`src/pkg/pmlc_pkg.sv`:
```
package pmlc_pkg;
  // register byte offsets
  localparam logic [7:0] PMLC_OFF_CONFIG = 8'h00;
  localparam logic [7:0] PMLC_OFF_ADC_CONFIG = 8'h04;
  localparam logic [7:0] PMLC_OFF_CURRENT = 8'h08;
  localparam logic [7:0] PMLC_OFF_VBUS = 8'h0C;
  localparam logic [7:0] PMLC_OFF_POWER = 8'h10;
  localparam logic [7:0] PMLC_OFF_TEMP = 8'h14;
  localparam logic [7:0] PMLC_OFF_CHARGE_LO = 8'h18;
  localparam logic [7:0] PMLC_OFF_CHARGE_HI = 8'h1C;
  localparam logic [7:0] PMLC_OFF_CUR_OVER_LIMIT = 8'h20;
  localparam logic [7:0] PMLC_OFF_BUS_OVER_VOLTAGE_THRESHOLD = 8'h24;
  localparam logic [7:0] PMLC_OFF_PWR_OVER_LIMIT = 8'h28;
  localparam logic [7:0] PMLC_OFF_TEMP_OVER_LIMIT = 8'h2C;
  localparam logic [7:0] PMLC_OFF_FAULT = 8'h30;

  // widths of results and limits
  localparam int PMLC_CUR_W = 20;
  localparam int PMLC_VBUS_W = 20;
  localparam int PMLC_PWR_W = 24;
  localparam int PMLC_TEMP_W = 16;
  localparam int PMLC_LIM_W = 16;
  localparam int PMLC_CHG_W = 40;

  // field positions
  localparam int PMLC_CFG_RUN_BIT = 0;       // continuous conversion enable
  localparam int PMLC_CFG_CHG_CLR_BIT = 1;   // write one: clear charge accumulator
  localparam int PMLC_ADC_TEMP_BIT = 0;
  localparam int PMLC_ADC_CUR_BIT = 1;
  localparam int PMLC_ADC_VBUS_BIT = 2;
  localparam int PMLC_FLT_CUR_BIT = 0;
  localparam int PMLC_FLT_VBUS_BIT = 1;
  localparam int PMLC_FLT_PWR_BIT = 2;
  localparam int PMLC_FLT_TEMP_BIT = 3;

  // values after reset
  localparam logic [31:0] PMLC_RST_CONFIG = 32'h0000_0001;
  localparam logic [31:0] PMLC_RST_ADC_CONFIG = 32'h0000_0007;
  localparam logic [15:0] PMLC_RST_SIGNED_LIMIT = 16'h7FFF;
  localparam logic [15:0] PMLC_RST_PWR_LIMIT = 16'hFFFF;

  // result scaling, for software conversion only
  localparam real PMLC_CUR_LSB_UA = 75.0;
  localparam real PMLC_VBUS_LSB_UV = 195.3125;
  localparam real PMLC_PWR_LSB_UW = 240.0;
  localparam real PMLC_TEMP_LSB_MDEGC = 7.8125;

  // axi responses
  localparam logic [1:0] PMLC_RESP_OKAY = 2'b00;
  localparam logic [1:0] PMLC_RESP_SLVERR = 2'b10;

  // conversion selector
  typedef enum logic [1:0] {
    PMLC_SEL_TEMP,
    PMLC_SEL_CUR,
    PMLC_SEL_VBUS
  } pmlc_sel_t;
endpackage : pmlc_pkg

```
`src/rtl/pmlc_cmp.sv`:
```
`timescale 1ns/1ps
module pmlc_cmp #(
  parameter int RES_W = 20,
  parameter int LIM_W = 16,
  parameter bit SIGNED_CMP = 1'b1
) (
  input wire logic clk_i,
  input wire logic rst_b_i,
  input wire logic ce_i,
  input wire logic valid_i,
  input wire logic [RES_W-1:0] result_i,
  input wire logic [LIM_W-1:0] limit_i,
  output logic over_o
);
  logic [LIM_W-1:0] aligned;
  logic exceed;

  // the limit step is the weight of the upper result bits, so drop the low ones
  assign aligned = result_i[RES_W-1 -: LIM_W];
  assign exceed = SIGNED_CMP ? ($signed(aligned) > $signed(limit_i)) : (aligned > limit_i);

  // one-cycle pulse per completed result that is over the threshold
  always_ff @(posedge clk_i or negedge rst_b_i) begin
    if (!rst_b_i) begin
      over_o <= 1'b0;
    end else if (ce_i) begin
      over_o <= valid_i && exceed;
    end
  end
endmodule : pmlc_cmp

```
`src/rtl/pmlc_seq.sv`:
```
`timescale 1ns/1ps
module pmlc_seq
  import pmlc_pkg::*;
(
  input wire logic clk_i,
  input wire logic rst_b_i,
  input wire logic ce_i,
  input wire logic run_i,
  input wire logic [2:0] enable_i,
  input wire logic done_i,
  output logic start_o,
  output pmlc_pkg::pmlc_sel_t sel_o
);
  import pmlc_pkg::*;

  typedef enum logic [1:0] {
    PMLC_ST_IDLE,
    PMLC_ST_START,
    PMLC_ST_WAIT
  } pmlc_seq_st_t;

  pmlc_seq_st_t state_q;
  pmlc_sel_t next_sel;

  // round robin over temperature, current and bus voltage
  always_comb begin
    next_sel = sel_o;
    case (sel_o)
      PMLC_SEL_TEMP: next_sel = enable_i[PMLC_ADC_CUR_BIT] ? PMLC_SEL_CUR :
                                enable_i[PMLC_ADC_VBUS_BIT] ? PMLC_SEL_VBUS : PMLC_SEL_TEMP;
      PMLC_SEL_CUR: next_sel = enable_i[PMLC_ADC_VBUS_BIT] ? PMLC_SEL_VBUS :
                               enable_i[PMLC_ADC_TEMP_BIT] ? PMLC_SEL_TEMP : PMLC_SEL_CUR;
      default: next_sel = enable_i[PMLC_ADC_TEMP_BIT] ? PMLC_SEL_TEMP :
                          enable_i[PMLC_ADC_CUR_BIT] ? PMLC_SEL_CUR : PMLC_SEL_VBUS;
    endcase
  end

  // free-running conversion loop, no host command needed after reset
  always_ff @(posedge clk_i or negedge rst_b_i) begin
    if (!rst_b_i) begin
      state_q <= PMLC_ST_IDLE;
      start_o <= 1'b0;
      sel_o <= PMLC_SEL_TEMP;
    end else if (ce_i) begin
      start_o <= 1'b0;
      case (state_q)
        PMLC_ST_IDLE: begin
          if (run_i && (enable_i != 3'h0)) begin
            state_q <= PMLC_ST_START;
            if (!enable_i[sel_o]) begin
              sel_o <= next_sel;
            end
          end
        end
        PMLC_ST_START: begin
          start_o <= 1'b1;
          state_q <= PMLC_ST_WAIT;
        end
        PMLC_ST_WAIT: begin
          // a started conversion always finishes, even if run drops
          if (done_i) begin
            sel_o <= next_sel;
            state_q <= PMLC_ST_IDLE;
          end
        end
        default: state_q <= PMLC_ST_IDLE;
      endcase
    end
  end
endmodule : pmlc_seq

```
`src/rtl/pmlc_top.sv`:
```
// Decided for this implementation: the AXI4-Lite interface to the registers and the placing of the registers.
`timescale 1ns/1ps
// Functional notes
// - after reset, defaults load and temperature, current, voltage convert continuously unasked
// - limits are 16 bits; current and voltage limits weigh sixteen result steps
// - current result is compared with the current over-limit threshold
// - current result step is 75 microamperes per bit
// - bus voltage result is compared with the bus overvoltage threshold
// - voltage, power, temperature results are fixed-step scaled integers
// - power result is 24 bits; its limit compares against upper sixteen bits
// - every limit returns to default at reset; host reprograms them
// - current, voltage, charge and temperature results are two's complement
module pmlc_top
  import pmlc_pkg::*;
#(
  parameter int ADDR_W = 8
) (
  input wire logic clk_i,
  input wire logic rst_b_i,
  input wire logic ce_i,
  input wire logic [ADDR_W-1:0] s_axi_awaddr_i,
  input wire logic s_axi_awvalid_i,
  output logic s_axi_awready_o,
  input wire logic [31:0] s_axi_wdata_i,
  input wire logic [3:0] s_axi_wstrb_i,
  input wire logic s_axi_wvalid_i,
  output logic s_axi_wready_o,
  output logic [1:0] s_axi_bresp_o,
  output logic s_axi_bvalid_o,
  input wire logic s_axi_bready_i,
  input wire logic [ADDR_W-1:0] s_axi_araddr_i,
  input wire logic s_axi_arvalid_i,
  output logic s_axi_arready_o,
  output logic [31:0] s_axi_rdata_o,
  output logic [1:0] s_axi_rresp_o,
  output logic s_axi_rvalid_o,
  input wire logic s_axi_rready_i,
  output logic conv_start_o,
  output pmlc_pkg::pmlc_sel_t conv_sel_o,
  input wire logic conv_done_i,
  input wire logic [23:0] conv_data_i,
  input wire logic pwr_valid_i,
  input wire logic [pmlc_pkg::PMLC_PWR_W-1:0] pwr_data_i,
  output logic [3:0] fault_o
);
  import pmlc_pkg::*;

  // bus slave state
  logic aw_have_q;
  logic w_have_q;
  logic [ADDR_W-1:0] awaddr_q;
  logic [31:0] wdata_q;
  logic [3:0] wstrb_q;
  logic wr_fire;
  logic [7:0] wr_off;

  // registers
  logic [31:0] config_q;
  logic [31:0] adc_config_q;
  logic [PMLC_LIM_W-1:0] cur_lim_q;
  logic [PMLC_LIM_W-1:0] vbus_lim_q;
  logic [PMLC_LIM_W-1:0] pwr_lim_q;
  logic [PMLC_LIM_W-1:0] temp_lim_q;
  logic [PMLC_CUR_W-1:0] cur_res_q;
  logic [PMLC_VBUS_W-1:0] vbus_res_q;
  logic [PMLC_PWR_W-1:0] pwr_res_q;
  logic [PMLC_TEMP_W-1:0] temp_res_q;
  logic [PMLC_CHG_W-1:0] charge_q;
  logic [3:0] fault_q;

  // result capture strobes and comparator pulses
  logic cur_done;
  logic vbus_done;
  logic temp_done;
  logic [3:0] over;
  logic chg_clr;
  logic [3:0] flt_clr;

  // merge write data into a register under the byte strobes
  function automatic logic [31:0] strb_merge(input logic [31:0] old, input logic [31:0] nw,
                                             input logic [3:0] strb);
    logic [31:0] res;
    res = old;
    for (int b = 0; b < 4; b++) begin
      if (strb[b]) begin
        res[8*b +: 8] = nw[8*b +: 8];
      end
    end
    return res;
  endfunction : strb_merge

  // a write proceeds once both address and data are held and no response is pending
  assign wr_fire = aw_have_q && w_have_q && !s_axi_bvalid_o;
  assign wr_off = {awaddr_q[7:2], 2'b00};
  assign chg_clr = wr_fire && (wr_off == PMLC_OFF_CONFIG) && wstrb_q[0]
                   && wdata_q[PMLC_CFG_CHG_CLR_BIT];
  assign flt_clr = (wr_fire && (wr_off == PMLC_OFF_FAULT) && wstrb_q[0]) ? wdata_q[3:0] : 4'h0;

  // write address and data channels, taken in either order
  always_ff @(posedge clk_i or negedge rst_b_i) begin
    if (!rst_b_i) begin
      aw_have_q <= 1'b0;
      w_have_q <= 1'b0;
      awaddr_q <= '0;
      wdata_q <= 32'h0000_0000;
      wstrb_q <= 4'h0;
      s_axi_awready_o <= 1'b1;
      s_axi_wready_o <= 1'b1;
    end else if (ce_i) begin
      if (s_axi_awvalid_i && s_axi_awready_o) begin
        aw_have_q <= 1'b1;
        awaddr_q <= s_axi_awaddr_i;
        s_axi_awready_o <= 1'b0;
      end
      if (s_axi_wvalid_i && s_axi_wready_o) begin
        w_have_q <= 1'b1;
        wdata_q <= s_axi_wdata_i;
        wstrb_q <= s_axi_wstrb_i;
        s_axi_wready_o <= 1'b0;
      end
      if (wr_fire) begin
        aw_have_q <= 1'b0;
        w_have_q <= 1'b0;
      end
      // readiness returns only after the response is taken: one write at a time
      if (s_axi_bvalid_o && s_axi_bready_i) begin
        s_axi_awready_o <= 1'b1;
        s_axi_wready_o <= 1'b1;
      end
    end
  end

  // write response; unmapped or read-only offsets answer slverr
  always_ff @(posedge clk_i or negedge rst_b_i) begin
    if (!rst_b_i) begin
      s_axi_bvalid_o <= 1'b0;
      s_axi_bresp_o <= PMLC_RESP_OKAY;
    end else if (ce_i) begin
      if (wr_fire) begin
        s_axi_bvalid_o <= 1'b1;
        case (wr_off)
          PMLC_OFF_CONFIG, PMLC_OFF_ADC_CONFIG, PMLC_OFF_CUR_OVER_LIMIT,
          PMLC_OFF_BUS_OVER_VOLTAGE_THRESHOLD, PMLC_OFF_PWR_OVER_LIMIT,
          PMLC_OFF_TEMP_OVER_LIMIT, PMLC_OFF_FAULT: s_axi_bresp_o <= PMLC_RESP_OKAY;
          default: s_axi_bresp_o <= PMLC_RESP_SLVERR;
        endcase
      end else if (s_axi_bready_i) begin
        s_axi_bvalid_o <= 1'b0;
      end
    end
  end

  // configuration and limit registers; nothing survives a reset
  always_ff @(posedge clk_i or negedge rst_b_i) begin
    if (!rst_b_i) begin
      config_q <= PMLC_RST_CONFIG;
      adc_config_q <= PMLC_RST_ADC_CONFIG;
      cur_lim_q <= PMLC_RST_SIGNED_LIMIT;
      vbus_lim_q <= PMLC_RST_SIGNED_LIMIT;
      pwr_lim_q <= PMLC_RST_PWR_LIMIT;
      temp_lim_q <= PMLC_RST_SIGNED_LIMIT;
    end else if (ce_i && wr_fire) begin
      case (wr_off)
        PMLC_OFF_CONFIG: begin
          // clear bit is a strobe only, it never reads back
          config_q <= strb_merge(config_q, wdata_q, wstrb_q) & 32'h0000_0001;
        end
        PMLC_OFF_ADC_CONFIG: adc_config_q <= strb_merge(adc_config_q, wdata_q, wstrb_q) & 32'h7;
        PMLC_OFF_CUR_OVER_LIMIT: begin
          cur_lim_q <= 16'(strb_merge({16'h0000, cur_lim_q}, wdata_q, wstrb_q));
        end
        PMLC_OFF_BUS_OVER_VOLTAGE_THRESHOLD: begin
          vbus_lim_q <= 16'(strb_merge({16'h0000, vbus_lim_q}, wdata_q, wstrb_q));
        end
        PMLC_OFF_PWR_OVER_LIMIT: begin
          pwr_lim_q <= 16'(strb_merge({16'h0000, pwr_lim_q}, wdata_q, wstrb_q));
        end
        PMLC_OFF_TEMP_OVER_LIMIT: begin
          temp_lim_q <= 16'(strb_merge({16'h0000, temp_lim_q}, wdata_q, wstrb_q));
        end
        default: ;
      endcase
    end
  end

  // conversion sequencer
  pmlc_seq u_seq (
    .clk_i(clk_i),
    .rst_b_i(rst_b_i),
    .ce_i(ce_i),
    .run_i(config_q[PMLC_CFG_RUN_BIT]),
    .enable_i(adc_config_q[2:0]),
    .done_i(conv_done_i),
    .start_o(conv_start_o),
    .sel_o(conv_sel_o)
  );

  assign cur_done = conv_done_i && (conv_sel_o == PMLC_SEL_CUR);
  assign vbus_done = conv_done_i && (conv_sel_o == PMLC_SEL_VBUS);
  assign temp_done = conv_done_i && (conv_sel_o == PMLC_SEL_TEMP);

  // result words, stored raw in scaled steps; power unsigned, the others two's complement
  always_ff @(posedge clk_i or negedge rst_b_i) begin
    if (!rst_b_i) begin
      cur_res_q <= '0;
      vbus_res_q <= '0;
      pwr_res_q <= '0;
      temp_res_q <= '0;
    end else if (ce_i) begin
      if (cur_done) begin
        cur_res_q <= conv_data_i[PMLC_CUR_W-1:0];
      end
      if (vbus_done) begin
        vbus_res_q <= conv_data_i[PMLC_VBUS_W-1:0];
      end
      if (pwr_valid_i) begin
        pwr_res_q <= pwr_data_i;
      end
      if (temp_done) begin
        temp_res_q <= conv_data_i[PMLC_TEMP_W-1:0];
      end
    end
  end

  // signed charge sum of current samples; a clear in the same cycle restarts from the sample
  always_ff @(posedge clk_i or negedge rst_b_i) begin
    if (!rst_b_i) begin
      charge_q <= '0;
    end else if (ce_i) begin
      if (chg_clr) begin
        charge_q <= cur_done ? PMLC_CHG_W'($signed(conv_data_i[PMLC_CUR_W-1:0])) : '0;
      end else if (cur_done) begin
        charge_q <= charge_q + PMLC_CHG_W'($signed(conv_data_i[PMLC_CUR_W-1:0]));
      end
    end
  end

  // limit comparators; the incoming sample is compared in the same cycle it is captured
  pmlc_cmp #(.RES_W(PMLC_CUR_W), .LIM_W(PMLC_LIM_W), .SIGNED_CMP(1'b1)) u_cmp_cur (
    .clk_i(clk_i), .rst_b_i(rst_b_i), .ce_i(ce_i), .valid_i(cur_done),
    .result_i(conv_data_i[PMLC_CUR_W-1:0]), .limit_i(cur_lim_q),
    .over_o(over[PMLC_FLT_CUR_BIT])
  );
  pmlc_cmp #(.RES_W(PMLC_VBUS_W), .LIM_W(PMLC_LIM_W), .SIGNED_CMP(1'b1)) u_cmp_vbus (
    .clk_i(clk_i), .rst_b_i(rst_b_i), .ce_i(ce_i), .valid_i(vbus_done),
    .result_i(conv_data_i[PMLC_VBUS_W-1:0]), .limit_i(vbus_lim_q),
    .over_o(over[PMLC_FLT_VBUS_BIT])
  );
  pmlc_cmp #(.RES_W(PMLC_PWR_W), .LIM_W(PMLC_LIM_W), .SIGNED_CMP(1'b0)) u_cmp_pwr (
    .clk_i(clk_i), .rst_b_i(rst_b_i), .ce_i(ce_i), .valid_i(pwr_valid_i),
    .result_i(pwr_data_i), .limit_i(pwr_lim_q),
    .over_o(over[PMLC_FLT_PWR_BIT])
  );
  pmlc_cmp #(.RES_W(PMLC_TEMP_W), .LIM_W(PMLC_LIM_W), .SIGNED_CMP(1'b1)) u_cmp_temp (
    .clk_i(clk_i), .rst_b_i(rst_b_i), .ce_i(ce_i), .valid_i(temp_done),
    .result_i(conv_data_i[PMLC_TEMP_W-1:0]), .limit_i(temp_lim_q),
    .over_o(over[PMLC_FLT_TEMP_BIT])
  );

  // sticky faults, write one to clear; a new fault wins over its clear
  always_ff @(posedge clk_i or negedge rst_b_i) begin
    if (!rst_b_i) begin
      fault_q <= 4'h0;
      fault_o <= 4'h0;
    end else if (ce_i) begin
      fault_q <= (fault_q & ~flt_clr) | over;
      fault_o <= (fault_q & ~flt_clr) | over;
    end
  end

  // read channel: one read at a time, data one cycle after the address
  always_ff @(posedge clk_i or negedge rst_b_i) begin
    if (!rst_b_i) begin
      s_axi_arready_o <= 1'b1;
      s_axi_rvalid_o <= 1'b0;
      s_axi_rdata_o <= 32'h0000_0000;
      s_axi_rresp_o <= PMLC_RESP_OKAY;
    end else if (ce_i) begin
      if (s_axi_arvalid_i && s_axi_arready_o) begin
        s_axi_arready_o <= 1'b0;
        s_axi_rvalid_o <= 1'b1;
        s_axi_rresp_o <= PMLC_RESP_OKAY;
        case ({s_axi_araddr_i[7:2], 2'b00})
          PMLC_OFF_CONFIG: s_axi_rdata_o <= config_q;
          PMLC_OFF_ADC_CONFIG: s_axi_rdata_o <= adc_config_q;
          // signed results are sign extended so software sees a plain 32-bit value
          PMLC_OFF_CURRENT: s_axi_rdata_o <= 32'($signed(cur_res_q));
          PMLC_OFF_VBUS: s_axi_rdata_o <= 32'($signed(vbus_res_q));
          PMLC_OFF_POWER: s_axi_rdata_o <= {8'h00, pwr_res_q};
          PMLC_OFF_TEMP: s_axi_rdata_o <= 32'($signed(temp_res_q));
          PMLC_OFF_CHARGE_LO: s_axi_rdata_o <= charge_q[31:0];
          PMLC_OFF_CHARGE_HI: s_axi_rdata_o <= 32'($signed(charge_q[PMLC_CHG_W-1:32]));
          PMLC_OFF_CUR_OVER_LIMIT: s_axi_rdata_o <= {16'h0000, cur_lim_q};
          PMLC_OFF_BUS_OVER_VOLTAGE_THRESHOLD: s_axi_rdata_o <= {16'h0000, vbus_lim_q};
          PMLC_OFF_PWR_OVER_LIMIT: s_axi_rdata_o <= {16'h0000, pwr_lim_q};
          PMLC_OFF_TEMP_OVER_LIMIT: s_axi_rdata_o <= {16'h0000, temp_lim_q};
          PMLC_OFF_FAULT: s_axi_rdata_o <= {28'h0000000, fault_q};
          default: begin
            s_axi_rdata_o <= 32'h0000_0000;
            s_axi_rresp_o <= PMLC_RESP_SLVERR;
          end
        endcase
      end else if (s_axi_rvalid_o && s_axi_rready_i) begin
        s_axi_rvalid_o <= 1'b0;
        s_axi_arready_o <= 1'b1;
      end
    end
  end
endmodule : pmlc_top

```
`config.mk`:
```
export PLATFORM = sky130hd
export DESIGN_NAME = pmlc_top
export DESIGN_NICKNAME = d
export VERILOG_FILES = /design/src/pkg/pmlc_pkg.sv /design/src/rtl/pmlc_cmp.sv /design/src/rtl/pmlc_seq.sv /design/src/rtl/pmlc_top.sv
export SDC_FILE = /design/constraint.sdc
export NUM_CORES = 1
export LEC_CHECK = 0
export BUFFER_PORTS_ARGS = -buffer_cell sky130_fd_sc_hd__buf_4
export CORE_UTILIZATION = 30
export CTS_CLUSTER_DIAMETER = 80
export DETAILED_ROUTE_END_ITERATION = 12
export PLACE_DENSITY_LB_ADDON = 0.15
export REMOVE_ABC_BUFFERS = 1
export SLEW_MARGIN = 20
export SYNTH_ARGS = -nofsm -noshare
export SYNTH_HDL_FRONTEND = slang
export SYNTH_SLANG_ARGS = --single-unit
```
`constraint.sdc`:
```
create_clock -name clk_i -period 8.3 [get_ports clk_i]
set_clock_uncertainty 0.05 [all_clocks]
set_input_delay 0.415 -clock clk_i [delete_from_list [all_inputs] [get_ports clk_i]]
set_output_delay 0.415 -clock clk_i [all_outputs]
set_load 0.03 [all_outputs]
```
==> results_tabular.tex <==
\begin{tabular}{lr}
\hline
Metric & Value \\
\hline
\multicolumn{2}{l}{\textbf{STA}} \\
Fin crit share & 45.2\% \\
Final number of hold-violating endpoints & 0 \\
Worst slew slack as a fraction of its limit & 31.6\% \\
Number of endpoints failing setup at the final stage & 0 \\
Transition at the pin with the smallest max-transition slack & 1020 ps \\
Tightest hold margin & 26.6 ps \\
Final Critical Period & 3750 ps \\
Final sum of negative setup slack & 0 ps \\
RSZ-0062 raised after global routing & no \\
Number of pins with negative max-slew slack in the final report & 0 \\
Top achievable clock speed & 0.267 GHz \\
\multicolumn{2}{l}{\textbf{Hold path}} \\
Kind of path behind the tightest hold check & in2reg \\
\multicolumn{2}{l}{\textbf{Drt}} \\
DRC viols & 0 \\
Routed via count & 12,500 \\
Pre-Repair DR Iteration Count & 5 \\
Wire per inst & 21.3 µm \\
Iter 0 DRT Violations & 848 \\
Remaining antenna violation count & 0 \\
Total Routed Length & 51,100 µm \\
Mean number of vias per cell & 5.22 \\
\multicolumn{2}{l}{\textbf{Synthesis}} \\
Average cell area after synthesis & 9.68 µm² \\
Post-synthesis cell type with the largest combined area & sky130\_fd\_sc\_hd\_\_dfrtp\_1 \\
Async set or reset register ratio after synthesis & 100\% \\
Sequential area share after synthesis & 44.4\% \\
Synth cell types & 75 \\
Seq cells post-synth & 266 \\
Cells after Synth & 1,569 \\
Prevailing post-synth register cell & sky130\_fd\_sc\_hd\_\_dfrtp\_1 \\
Netlist Area Pre-Place & 15,200 µm² \\
Total of warnings raised by yosys & 0 \\
Count of flip-flops with a built-in enable after synthesis & 0 \\
Fraction of synthesized cell area taken by the top area cell type & 32.6\% \\
Leading post-synthesis cells by cell area & sky130\_fd\_sc\_hd\_\_dfrtp\_1 (33\%), sky130\_fd\_sc\_hd\_\_dfstp\_2 (12\%), sky130\_fd\_sc\_hd\_\_ha\_1 (8.5\%), sky130\_fd\_sc\_hd\_\_mux2\_2 (7.7\%), sky130\_fd\_sc\_hd\_\_nand2\_1 (4.8\%) \\
\multicolumn{2}{l}{\textbf{Critical path}} \\
Signal arrival time at the worst endpoint & 4130 ps \\
R2r setup slk & 4550 ps \\
Startpoint kind of the worst setup timing path & register \\
Req. time, crit path & 8680 ps \\
Critical path capture point type & register \\
Worst stage delay on the critical path & 520 ps \\
Master of the slowest instance on the critical path & sky130\_fd\_sc\_hd\_\_nand2\_1 \\
Path type of the worst setup path & reg2reg \\
Critical path cell sequence & nor4\_1 -> nor3b\_2 -> and4\_1 -> buf\_4 -> nand2\_2 -> nand2\_1 -> buf\_4 -> nand2\_1 -> or2\_0 -> mux2i\_1 -> nor2\_1 \\
CP max FO & 26 \\
\multicolumn{2}{l}{\textbf{Job}} \\
Count of max-cap constraint violations & 0 \\
\multicolumn{2}{l}{\textbf{Global route}} \\
Pin count of the biggest net entering global routing & 91 \\
Via count of the first global-routing pass & 12,400 \\
Total GRT Usage & 20.2\% \\
Residual overflow from global routing & 0 \\
Initial antenna violation count & 0 \\
Wire length of the first global-routing pass & 77,400 µm \\
\multicolumn{2}{l}{\textbf{Floorplan}} \\
I/O pin count & 158 \\
Core region area & 50,100 µm² \\
Effective utilization at floorplan & 30.3\% \\
FP Rows & 82 \\
Total die area & 51,500 µm² \\
Die Span Y & 227 µm \\
DIE WIDTH & 227 µm \\
\multicolumn{2}{l}{\textbf{Place}} \\
DPL Wire Length & 36,300 µm \\
Number of port buffers & 129 \\
Routability cong. & 0.870 \\
\multicolumn{2}{l}{\textbf{Clocking}} \\
Clk pin slew, worst setup/hold paths & 60 ps \\
CTS Buf Count & 35 \\
Maximum level of the CTS H-tree & 2 \\
Setup Buffers After CTS & 0 \\
Maximum clock insertion buffer count & 3 \\
Post-cts sizing count & 0 \\
Clock Root Buffer & sky130\_fd\_sc\_hd\_\_clkbuf\_16 \\
Sinks on the clock net & 266 \\
Hold buffer count at cts & 7 \\
CTS tree & yes \\
Later-pin clock latency in the skew report & 570 ps \\
\multicolumn{2}{l}{\textbf{Layout}} \\
Proportion of layout cells with a drive suffix above 1 & 23.9\% \\
Number of fillers in the final layout & 5,153 \\
Layout Nets & 1,909 \\
Antenna cell count & 0 \\
Area growth syn-to-layout & 19.9\% \\
\multicolumn{2}{l}{\textbf{Power}} \\
Power Density & 226 nW/µm² \\
Maximum VDD drop & 0.000142 V \\
LEAKAGE & 8.43 nW \\
\multicolumn{2}{l}{\textbf{Run status}} \\
Outcome & finished, final reports clean \\
\hline
\end{tabular}
## state kept, by name, summed over array words and instances (netlist names), 4 cells and up
| signal | count |
|---|---|
| wdata_q | 16 |
| vbus_lim_q | 16 |
| vbus_res_q | 20 |
| temp_res_q | 16 |
| charge_q | 40 |
| pwr_res_q | 24 |
| cur_res_q | 20 |
| temp_lim_q | 16 |
| s_axi_rdata_o | 32 |
| pwr_lim_q | 16 |
| cur_lim_q | 16 |
| fault_q | 4 |
| awaddr_q | 6 |
## cell type report
| class | count | area (µm²) | share of cell area (%) |
|---|---|---|---|
| sequential | 266 | 6740 | 37.0 |
| clock buffer | 55 | 1060 | 5.83 |
| tap | 672 | 841 | 4.62 |
| multi-input combinational | 1144 | 7860 | 43.2 |
| clock inverter | 9 | 136 | 0.749 |
| inverter | 86 | 323 | 1.77 |
| timing repair buffer | 162 | 1240 | 6.82 |
## cell usage after synthesis (15+ instances only)
cell                       count
sky130_fd_sc_hd__a21o_1       32
sky130_fd_sc_hd__a21oi_1      98
sky130_fd_sc_hd__a221oi_1     24
sky130_fd_sc_hd__a222oi_1     15
sky130_fd_sc_hd__a22oi_1      23
sky130_fd_sc_hd__a31oi_1      15
sky130_fd_sc_hd__clkbuf_1     58
sky130_fd_sc_hd__dfrtp_1     198
sky130_fd_sc_hd__dfstp_2      68
sky130_fd_sc_hd__ha_1        103
sky130_fd_sc_hd__inv_1        86
sky130_fd_sc_hd__mux2_2      104
sky130_fd_sc_hd__nand2_1     193
sky130_fd_sc_hd__nand2b_1     17
sky130_fd_sc_hd__nand3_1      40
sky130_fd_sc_hd__nand4_1      32
sky130_fd_sc_hd__nor2_1       94
sky130_fd_sc_hd__nor2b_1      17
sky130_fd_sc_hd__nor3_1       16
sky130_fd_sc_hd__o21ai_0     137
sky130_fd_sc_hd__xnor2_1      21
## per-stage QoR
step,util [%],cells,setup WS (ps),power [W],area [µm²]
floorplan,-,1496,4790,0.00223,14900
finish,36.4,2394,4550,0.00412,18200
global route,36.4,2394,4250,0.00435,18200
CTS,36.4,2394,4530,0.00417,18200
global placement,33.8,2323,4560,0.00254,16900
detailed placement,33.8,2323,4540,0.00256,16900
## path summary, 6_finish.rpt
check,from,end,cells past startpoint
setup / recovery,awaddr_q[2],charge_q[33],11
hold / removal,s_axi_wdata_i[5],wdata_q[5],2
setup reg to reg,awaddr_q[2],charge_q[33],11
hold reg to reg,cur_res_q[10],cur_res_q[10],2
max in group asynchronous,rst_b_i,s_axi_rdata_o[9],3
min in group asynchronous,rst_b_i,s_axi_rresp_o[1],2
## power by group
group          total, W  leakage (nW)  internal [W]  switching, W
registers       0.00173          3.26       0.00153      0.000204
logic          0.000806          4.59      0.000364      0.000442
clock network   0.00158         0.590      0.000952      0.000629
total           0.00412          8.43       0.00284       0.00128
## placed cells by master (no fill, tap or decap), drive strengths merged, types with 17 or more instances in the layout
cell	synthesis	routed
a21o	32	32
a21oi	99	99
a221oi	24	24
a22oi	23	23
buf	16	155
clkbuf	58	55
dfrtp	198	198
dfstp	68	68
ha	103	103
inv	86	90
mux2	104	104
nand2	194	194
nand2b	17	17
nand3	41	41
nand4	33	33
nor2	94	94
nor2b	17	17
nor3	18	18
o21ai	152	152
xnor2	21	21
## per-layer routing
| layer | GRT usage [%] | share of wire [%] | up-vias |
|---|---|---|---|
| li1 | - | - | 5937 |
| met4 | 6.45 | 2.5 | 0 |
| met1 | 27.9 | 47 | 6191 |
| met3 | 2.71 | 4.3 | 62 |
| met2 | 32.4 | 46 | 299 |
| met5 | 0 | 0 | - |
## worst max-delay path, delay by kind of cell, from the launching register on
family	cells	cell delay [ps]
simple gates	8	2400
buf+inv	2	590
flops	1	440
mux	1	130
## kinds of logic (layout without fill, tap and decap cells)
logic type	after synthesis	after routing	synth area share, %
multiplexers	114	114	8.37
other	1	2	0.0247
AND/OR/NAND/NOR	453	453	13.8
XOR/XNOR	32	32	1.85
adder cells (fa/ha/maj)	104	104	8.62
flip-flops	266	266	44.4
buffers and inverters	160	312	4.14
AO/OA/AOI/OAI	439	439	18.8
Power figures use the tool's default switching activity.
